===== src/pkg/vfcgp_pkg.sv =====
// shared constants for the gated pulse counter around a synchronous v-to-f converter
package vfcgp_pkg;
    localparam int          STAGES_DEF     = 14;
    localparam int          RES_BITS_DEF   = 12;
    localparam int          SRC_DIV_DEF    = 8;
    localparam int          CHOP_DIV_DEF   = 8;
    localparam int          CORE_CLK_HZ    = 50000000;
    localparam int          FIRST_TAP      = 1;
    localparam int          SYNC_STAGES    = 2;
    localparam int          SLOPE_SHIFT    = 2;
    localparam logic [0:0]  RST_LEVEL      = 1'h0;
    localparam logic [1:0]  SLOPE_FLAT     = 2'h0;
    localparam logic [1:0]  SLOPE_RISE     = 2'h1;
    localparam logic [1:0]  SLOPE_FALL     = 2'h2;
    typedef enum logic [2:0] {
        VFCGP_IDLE  = 3'h1,
        VFCGP_GATE  = 3'h2,
        VFCGP_DONE  = 3'h4
    } vfcgp_state_t;
endpackage


===== src/hw/vfcgp_divider.sv =====
// binary divider chain with master reset, stage taps exposed
`timescale 1ns/1ns
module vfcgp_divider #(
    parameter int STAGES = vfcgp_pkg::STAGES_DEF
) (
    input  wire logic              core_clk,
    input  wire logic              rst_n,
    input  wire logic              tick,
    input  wire logic              master_reset,
    output logic [STAGES-1:0]      taps
);
    import vfcgp_pkg::*;

    initial begin
        if (STAGES < 2) $error("divider needs at least two stages");
    end

    logic [STAGES-1:0] next_taps;

    // synchronous equivalent of a ripple chain: stage k toggles at f/2^(k+1)
    assign next_taps = master_reset ? '0 :
                       (tick ? taps + STAGES'(1) : taps);

    always_ff @(posedge core_clk or negedge rst_n) begin
        if (!rst_n) begin
            taps <= '0;
        end else begin
            taps <= next_taps;
        end
    end
endmodule


===== src/hw/vfcgp_top.sv =====
// gated pulse counter: converter clock, gate divider, chopper and counting
`timescale 1ns/1ns
module vfcgp_top #(
    parameter int STAGES   = vfcgp_pkg::STAGES_DEF,
    parameter int RES_BITS = vfcgp_pkg::RES_BITS_DEF,
    parameter int SRC_DIV  = vfcgp_pkg::SRC_DIV_DEF,
    parameter int CHOP_DIV = vfcgp_pkg::CHOP_DIV_DEF
) (
    input  wire logic                core_clk,
    input  wire logic                rst_n,
    input  wire logic                enable,
    input  wire logic                pulse_in,
    input  wire logic                chop_src,
    output logic                     conv_clk,
    output logic                     chop_a,
    output logic                     chop_b,
    output logic [RES_BITS:0]        result,
    output logic                     result_ready,
    output logic [1:0]               slope,
    output logic                     gate_active
);
    import vfcgp_pkg::*;

    initial begin
        if (RES_BITS + 1 > STAGES) $error("RES_BITS too large for STAGES");
        if (RES_BITS < 2) $error("RES_BITS must be at least 2");
        if (SRC_DIV < 2 || SRC_DIV % 2 != 0) $error("SRC_DIV even, >= 2");
    end

    localparam int HALF = SRC_DIV / 2;
    localparam int HW   = (HALF > 1) ? $clog2(HALF) : 1;

    // converter clock: core_clk divided by SRC_DIV, 50% duty
    // SRC_DIV sets the gate time, pick it for whole line periods
    logic [HW-1:0]  src_cnt;
    logic           src_wrap;
    logic           conv_rise;
    assign src_wrap  = (src_cnt == HW'(HALF - 1));
    assign conv_rise = src_wrap && !conv_clk;

    always_ff @(posedge core_clk or negedge rst_n) begin
        if (!rst_n) begin
            src_cnt  <= '0;
            conv_clk <= 1'b0;
        end else begin
            src_cnt  <= src_wrap ? '0 : src_cnt + HW'(1);
            if (src_wrap) conv_clk <= !conv_clk;
        end
    end

    // gate divider counts converter clock periods
    logic [STAGES-1:0] taps;
    logic              div_clr;
    vfcgp_divider #(.STAGES(STAGES)) u_div (
        .core_clk     (core_clk),
        .rst_n        (rst_n),
        .tick         (conv_rise),
        .master_reset (div_clr),
        .taps         (taps)
    );

    // low RES_BITS+1 stages all ones on a tick: 2N periods done
    logic gate_end;
    assign gate_end = conv_rise && (&taps[RES_BITS:0]);

    // pulse input synchroniser and register
    logic [SYNC_STAGES-1:0] pulse_sync;
    logic                   pulse_q;
    logic                   pulse_edge;
    assign pulse_edge = pulse_sync[SYNC_STAGES-1] && !pulse_q;

    always_ff @(posedge core_clk or negedge rst_n) begin
        if (!rst_n) begin
            pulse_sync <= '0;
            pulse_q    <= 1'b0;
        end else begin
            pulse_sync <= {pulse_sync[SYNC_STAGES-2:0], pulse_in};
            pulse_q    <= pulse_sync[SYNC_STAGES-1];
        end
    end

    // gate control
    vfcgp_state_t state;
    vfcgp_state_t next_state;
    logic [RES_BITS:0] pulse_cnt;
    logic [RES_BITS:0] next_cnt;

    always_comb begin
        next_state = state;
        unique case (state)
            VFCGP_IDLE: if (enable && conv_rise) next_state = VFCGP_GATE;
            VFCGP_GATE: if (gate_end) next_state = VFCGP_DONE;
            VFCGP_DONE: next_state = enable ? VFCGP_GATE : VFCGP_IDLE;
            default:    next_state = VFCGP_IDLE;
        endcase
    end

    // divider held clear outside a gate so every gate counts the same 2N converter ticks
    assign div_clr = (state != VFCGP_GATE);
    assign gate_active = (state == VFCGP_GATE);

    // saturate at all-ones count 2^(RES_BITS+1)-1
    assign next_cnt = (state != VFCGP_GATE) ? '0 :
                      (pulse_edge && !(&pulse_cnt)) ?
                      pulse_cnt + (RES_BITS+1)'(1) : pulse_cnt;

    always_ff @(posedge core_clk or negedge rst_n) begin
        if (!rst_n) begin
            state      <= VFCGP_IDLE;
            pulse_cnt  <= '0;
        end else begin
            state      <= next_state;
            pulse_cnt  <= next_cnt;
        end
    end

    // capture result at gate end, pulse ready one cycle
    logic [RES_BITS:0] final_cnt;
    assign final_cnt = pulse_edge && !(&pulse_cnt) ?
                       pulse_cnt + (RES_BITS+1)'(1) : pulse_cnt;

    // delta interpretation: full scale N, quarter-clock rate is N/2
    localparam logic [RES_BITS:0] MID = (RES_BITS+1)'(1) << (RES_BITS - 1);
    logic [1:0] next_slope;
    assign next_slope = (final_cnt > MID) ? SLOPE_RISE :
                        (final_cnt < MID) ? SLOPE_FALL : SLOPE_FLAT;

    always_ff @(posedge core_clk or negedge rst_n) begin
        if (!rst_n) begin
            result       <= '0;
            result_ready <= 1'b0;
            slope        <= SLOPE_FLAT;
        end else begin
            result_ready <= (state == VFCGP_GATE) && gate_end;
            if ((state == VFCGP_GATE) && gate_end) begin
                result <= final_cnt;
                slope  <= next_slope;
            end
        end
    end

    // chopper: source synchronised, toggled on each rising edge
    logic [SYNC_STAGES-1:0] chop_sync;
    logic                   chop_prev;
    logic                   chop_rise;
    assign chop_rise = chop_sync[SYNC_STAGES-1] && !chop_prev;

    always_ff @(posedge core_clk or negedge rst_n) begin
        if (!rst_n) begin
            chop_sync <= '0;
            chop_prev <= 1'b0;
            chop_a    <= 1'b0;
            chop_b    <= 1'b1;
        end else begin
            chop_sync <= {chop_sync[SYNC_STAGES-2:0], chop_src};
            chop_prev <= chop_sync[SYNC_STAGES-1];
            if (chop_rise) begin
                chop_a <= !chop_a;
                chop_b <= chop_a;
            end
        end
    end
endmodule


===== config.mk =====
export PLATFORM = sky130hd
export DESIGN_NAME = vfcgp_top
export DESIGN_NICKNAME = d
export VERILOG_FILES = /design/src/pkg/vfcgp_pkg.sv /design/src/hw/vfcgp_divider.sv /design/src/hw/vfcgp_top.sv
export SDC_FILE = /design/constraint.sdc
export NUM_CORES = 1
export LEC_CHECK = 0
export BUFFER_PORTS_ARGS = -buffer_cell sky130_fd_sc_hd__buf_2
export CORE_MARGIN = 3
export CORE_UTILIZATION = 45
export CTS_CLUSTER_SIZE = 14
export DETAILED_ROUTE_END_ITERATION = 7
export PLACE_DENSITY = 0.66
export SKIP_CTS_REPAIR_TIMING = 1
export SYNTH_ARGS = -nofsm -noshare
export SYNTH_HDL_FRONTEND = slang
export SYNTH_SLANG_ARGS = --single-unit

===== constraint.sdc =====
create_clock -name core_clk -period 4.9 [get_ports core_clk]
set_clock_uncertainty 0.1 [all_clocks]
set_input_delay 0.49 -clock core_clk [delete_from_list [all_inputs] [get_ports core_clk]]
set_output_delay 0.49 -clock core_clk [all_outputs]
set_load 0.05 [all_outputs]

==> flow_summary.json, run 1 <==
{
  "synthArstFlopShare_pct": 100,
  "io_buffer_count": 24,
  "setup_viol": 0,
  "slowest_delay_ns": 0.65,
  "antennaDiodeCount": 0,
  "die_h_um": 80.2,
  "total_leakage_power_nw": 1.32,
  "final_common_cell": "dfrtp_1",
  "critPathKind": "flop to flop",
  "critPathTopFamily": "simple AND/OR/NAND/NOR gates",
  "groute.usage.overall_pct": 15.1,
  "grt_setup_unrepaired": "false",
  "synth_flop_cell": "dfrtp_1",
  "netlist_area_sq_mm": 0.00247,
  "whs_ns": 0.170,
  "fin_crit_ns": 2.61,
  "final_layout_size_suffix_gt1_share_pct": 16.3,
  "peakVddDrop_v": 0.000183,
  "path_cells": "ha_1 -> nand4b_1 -> or3_4 -> or4_4 -> a221oi_2 -> and4_1 -> a211oi_1",
  "tightest_slew_ns": 0.669,
  "via_per_inst": 5.24,
  "grt_pass1_wl_mm": 7.54,
  "drv_slew": 0,
  "drt_first_iter_violations": 133,
  "cts.sinks": 56,
  "drt-wirelength-per-cell_um": 13.4,
  "cp_data_required_time_ns": 4.98,
  "synth_seq_area_share_pct": 56.7,
  "maxCapViolCount": 0,
  "crit_path_max_fanout": 28,
  "met2_usage_pct": 20.9,
  "antenna_left": 0,
  "via_count": 1745,
  "ff2ff_setup_slack_ns": 2.29,
  "fillers": 476,
  "grt_max_degree": 57,
  "status": "finished clean",
  "fin_crit_sh_pct": 53.3,
  "grt_util_met3_pct": 3.70,
  "root_buffer": "clkbuf_8",
  "gp_congestion": 0.839,
  "pin_count": 25,
  "end_kind": "flop",
  "start_kind": "flop",
  "arrival_ns": 2.69,
  "slew_headroom_pct": 55.4,
  "die_area_sq_mm": 0.00643,
  "die_w_um": 80.2,
  "synth_area_per_cell_sq_um": 10.4,
  "drt-pass1-iter-count": 4,
  "busiest_layer": "met1",
  "cts_tree": "done",
  "cts_made_buffers": 5,
  "synth_edf_count": 0,
  "antenna_found_initial": 0,
  "syn_inst": 239,
  "htreeDepth": 2,
  "clk_pin_slew_ns": 0.11,
  "yosys.cell_types.count": 41,
  "syn_to_final_growth_pct": 12.7,
  "met1_usage_pct": 23.4,
  "synth_nets": 247,
  "clk_latency_ns": 0.31,
  "grt_pass1_vias": 1540,
  "dp_hpwl_mm": 3.04,
  "floorplan.core_area_sq_mm": 0.00520,
  "gr-total-overflow": 0,
  "routed_wl_mm": 4.46,
  "cpMaxStageDelayCell": "or4_4",
  "power_density_mw_per_mm2": 324,
  "setup_tns_ns": 0,
  "worst-path-buf-inv": 0,
  "fmax_mhz": 383,
  "clock_path_buffers": 2,
  "start_util_pct": 47.5,
  "fp-row-count": 26,
  "final_hold_viol_count": 0,
  "ys_ff_latch": 56,
  "yosysWarnings": 0,
  "hp-class": "input port to flop",
  "layout_common_cells": "54 x dfrtp_1, 32 x nor2_1, 24 x nand2_1, 24 x buf_2, 17 x o21ai_0",
  "nets": 270,
  "remaining_drc_errors": 0
}
state kept, by name, summed over array words and instances (netlist names):
signal,flops
pulse_sync,2
result,13
slope,2
chop_a,1
pulse_cnt,13
pulse_q,1
src_cnt,2
chop_prev,1
state,3
chop_sync,2
conv_clk,1
chop_b,1
u_div.taps,13
result_ready,1
worst register-to-register path: cells and delay by family, from the launching register on:
family                     cells  cell delay [ns]
AOI/OAI and AO/OA              2             0.33
adders and majority gates      1             0.20
and+or+nand+nor                4             1.45
DFF                            1             0.40
worst paths after layout:
| kind | start | end | cells past startpoint |
|---|---|---|---|
| setup / recovery | u_div.taps[0] | slope[0] | 7 |
| hold / removal | chop_src | chop_sync[0] | 1 |
| setup reg to reg | u_div.taps[0] | slope[0] | 7 |
| hold reg to reg | pulse_sync[0] | pulse_sync[1] | 0 |
| max in group asynchronous | rst_n | pulse_cnt[3] | 2 |
| min in group asynchronous | rst_n | chop_prev | 2 |
routing by layer:
layer,up-vias,part of all wire [%]
li1,873,-
met5,-,0
met3,5,5.7
met4,0,1.3
met1,822,50
met2,45,43
kinds of logic (layout without fill, tap and decap cells):
| kind of cell | after synthesis | count (layout) | synth area share (%) |
|---|---|---|---|
| DFF | 56 | 56 | 56.7 |
| buffers and inverters | 15 | 39 | 2.58 |
| muxes | 3 | 3 | 1.26 |
| and+or+nand+nor | 106 | 106 | 22.1 |
| adders and majority gates | 3 | 3 | 1.52 |
| xor gates and xnor gates | 18 | 18 | 6.37 |
| AOI/OAI and AO/OA | 38 | 38 | 9.40 |
metrics by stage:
stage | worst slack [ns] | total power, mW | std cells | util (%) | cell area [sq um]
floorplan | 2.33 | 0.533 | 239 | - | 2470
global placement | 2.37 | 0.553 | 325 | 51.0 | 2650
detailed placement | 2.29 | 0.554 | 325 | 51.0 | 2650
CTS | 2.28 | 0.914 | 333 | 53.6 | 2790
global route | 2.15 | 0.936 | 333 | 53.6 | 2790
finish | 2.29 | 0.904 | 333 | 53.6 | 2790
power by group:
part	switching (mW)	leakage, nW	internal [mW]
sequential	0.00623	0.756	0.476
clock	0.155	0.0687	0.206
combinational	0.0461	0.492	0.0150
cell usage after synthesis (2+ instances only):
master,number,share of area [%]
a211oi_1,2,0.61
a21o_1,2,0.61
a21oi_1,7,1.4
a31o_2,2,0.71
a31oi_1,3,0.76
and3_1,8,2.0
and4_1,5,1.8
clkbuf_1,8,1.2
dfrtp_1,54,55
dfstp_2,2,2.1
ha_1,3,1.5
inv_1,5,0.76
mux2i_1,2,0.81
nand2_1,24,3.6
nand2b_1,2,0.51
nand3_1,7,1.4
nand4_1,10,2.5
nor2_1,32,4.9
nor2b_1,3,0.76
nor3b_1,2,0.61
o21a_1,2,0.61
o21ai_0,17,3.4
or3_1,3,0.76
xnor2_1,5,1.8
xor2_1,13,4.6
layout make-up:
type / count / area, sq um / area share [%]
timing repair buffer: 26 / 135 / 4.84
clock buffer: 5 / 68.8 / 2.47
inverter: 5 / 18.8 / 0.673
multi-input combinational: 168 / 1010 / 36.1
sequential: 56 / 1400 / 50.3
tap: 70 / 87.6 / 3.14
clock inverter: 3 / 68.8 / 2.47
Power figures use the tool's default switching activity.
==> inputs of run 2 (changes only) <==
ABC_AREA = 1   (was not set)
PLACE_DENSITY = 0.68   (was 0.66)
clock period = 2.3 ns   (was 4.9 ns; I/O delays follow)
==> flow_summary.json, run 2 <==
{
  "ys_top_cells_by_count": "92 x nand2_1, 54 x dfrtp_1, 43 x inv_1, 41 x nor2_1",
  "synth_edf_count": 0,
  "whs_endpoint": "state[1]",
  "cts_made_buffers": 5,
  "synthMuxAreaShare_pct": 0,
  "antennaDiodeCount": 0,
  "critPathKind": "flop to flop",
  "p_comb_share_pct": 14.3,
  "yosysWarnings": 0,
  "final_common_cell": "nand2_1",
  "via_per_inst": 4.88,
  "die_w_um": 83.3,
  "synthAdderAreaFrac_pct": 1.39,
  "io_buffer_count": 24,
  "drv_slew": 0,
  "htreeDepth": 2,
  "drt-wirelength-per-cell_um": 12.1,
  "rr_worst_depth": 12,
  "syn_to_final_growth_pct": 12.5,
  "synth_nets": 337,
  "cts_tree": "done",
  "fin_crit_sh_pct": 89.2,
  "reg2reg_from": "pulse_cnt[0]",
  "pin_count": 25,
  "grt_setup_unrepaired": "false",
  "switching_share_pct": 27.6,
  "tightest_slew_ns": 0.609,
  "die_h_um": 83.3,
  "groute.usage.overall_pct": 16.6,
  "dp_hpwl_mm": 3.97,
  "fin_cells": 433,
  "setup_tns_ns": 0,
  "dp_slack_ns": 0.260,
  "synth_flop_cell": "dfrtp_1",
  "synth_area_per_cell_sq_um": 8.18,
  "setup_viol": 0,
  "synth_area_leaders": "dfrtp_1 50%, nand2_1 13%, inv_1 6.0%, nor2_1 5.7%, nand3_1 3.3%",
  "synth_top_area_cell": "dfrtp_1",
  "remaining_drc_errors": 0,
  "maxCapViolCount": 0,
  "drt-pass1-iter-count": 4,
  "cts.sinks": 56,
  "cp_data_required_time_ns": 2.41,
  "routed_wl_mm": 5.26,
  "via_count": 2111,
  "root_buffer": "clkbuf_8",
  "clock_path_buffers": 2,
  "synth_compound_area_share_pct": 7.53,
  "start_kind": "flop",
  "grt_pass1_vias": 2198,
  "layout_common_cells": "92 x nand2_1, 54 x dfrtp_1, 43 x inv_1",
  "r2r-end": "slope[0]",
  "p_sw_mw": 0.515,
  "floorplan.core_area_sq_mm": 0.00564,
  "synth_top_family_by_area": "simple AND/OR/NAND/NOR gates",
  "status": "finished clean",
  "fin_crit_ns": 2.05,
  "synth.top_cell.area_share_pct": 50.2,
  "final_layout_size_suffix_gt1_share_pct": 15.0,
  "crit_path_max_fanout": 12,
  "final_hold_viol_count": 0,
  "hp-class": "input port to flop",
  "grt_max_degree": 42,
  "syn_inst": 329,
  "fmax_mhz": 487,
  "total_leakage_power_nw": 1.46,
  "top_regs": "pulse_cnt x13, result x13, u_div.taps x13",
  "die_area_sq_mm": 0.00694,
  "internal_power_mw": 1.35,
  "synthArstFlopShare_pct": 100,
  "p_seq_share_pct": 56.1,
  "clk_pin_slew_ns": 0.10,
  "holdCritStartpoint": "enable",
  "gr-total-overflow": 0,
  "ff2ff_setup_slack_ns": 0.25,
  "slew_headroom_pct": 59.4,
  "power_frac_clock_pct": 29.6,
  "arrival_ns": 2.16,
  "synth_seq_area_share_pct": 52.2,
  "power_mw": 1.86,
  "antenna_found_initial": 0,
  "antenna_left": 0,
  "hold_depth": 3,
  "synth-xor-area-share_pct": 0.651,
  "nets": 368,
  "yosys.area_share.simple_pct": 30.9,
  "setup_slack_ns": 0.247,
  "drt_first_iter_violations": 118,
  "end_kind": "flop",
  "peakVddDrop_v": 0.000421,
  "fp-row-count": 27,
  "dp_cells": 422,
  "netlist_area_sq_mm": 0.00269,
  "ys_ff_latch": 56,
  "start_util_pct": 47.7,
  "yosys.cell_types.count": 32,
  "power_density_mw_per_mm2": 616,
  "yosysMostFrequentCell": "nand2_1",
  "clk_latency_ns": 0.31,
  "grt_pass1_wl_mm": 9.63,
  "gp_congestion": 0.902
}
run 2: cell count changes in the layout (fill, tap and decap cells not counted), sizes merged, moves of 4 or more:
cell and delta:
xnor2 -4, inv +38, nand2 +74, a21oi +5, and3 -8, and4 -5
nor3 +7, xor2 -12, or3 -4, nand3 +13, nor2 +14
run 2: per-stage QoR:
step | util, % | area [sq um] | hold slack (ns)
final | 53.6 | 3030 | 0.160
after global placement | 51.5 | 2910 | 0.0713
after CTS | 53.1 | 3000 | -0.271
after global routing | 53.6 | 3030 | 0.174
after floorplan | - | 2690 | -0.166
after detailed placement | 51.5 | 2910 | 0.0769
run 2: cells by family after synthesis:
group,after synthesis
xor gates and xnor gates,2
AOI/OAI and AO/OA,37
adders and majority gates,3
and+or+nand+nor,180
buffers and inverters,51
DFF,56
run 2: routing by layer:
metal / GRT usage [%] / wire length, um / vias to the layer above / share of wire, %
met4: 5.79 / 56 / 0 / 1.1
met5: 0 / 0 / - / 0
li1: - / - / 1103 / -
met2: 29.4 / 2680 / 27 / 51
met3: 3.67 / 147 / 6 / 2.8
met1: 19.8 / 2370 / 975 / 45
run 2: critical path, cell delays in order (launching register included):
cell     delay [ns]
dfrtp_1        0.41
ha_1           0.23
inv_1          0.07
nor2_1         0.16
nand4_2        0.30
nand2_1        0.14
nand2_1        0.07
nand2_2        0.08
nand3_1        0.12
nor2_1         0.12
nand2_1        0.05
nand2_1        0.05
nand2_1        0.05
run 2: layout make-up:
class | instances | area [sq um]
fill | 546 | 2620
sequential | 56 | 1400
multi-input combinational | 222 | 1090
timing repair buffer | 30 | 185
inverter | 45 | 169
clock buffer | 8 | 90.1
tap | 72 | 90.1
run 2: worst max-delay path by stage:
stage	from	end	slack, ns	cells past startpoint
2_1_floorplan	conv_clk	slope[0]	0.47	11
3_3_place_gp	pulse_cnt[1]	slope[0]	0.29	12
3_5_place_dp	pulse_cnt[1]	slope[0]	0.26	12
4_1_cts	pulse_cnt[0]	slope[0]	0.25	12
5_1_grt	pulse_cnt[0]	slope[0]	0.02	12
6_report	pulse_cnt[0]	slope[0]	0.25	12
run 2: power by group through the flow:
stage	clock network, mW	logic (mW)	registers (mW)
finish	0.551	0.266	1.05
detailed placement	0	0.266	1.07
global placement	0	0.260	1.07
CTS	0.574	0.266	1.05
global route	0.606	0.290	1.05
floorplan	0	0.128	1.12
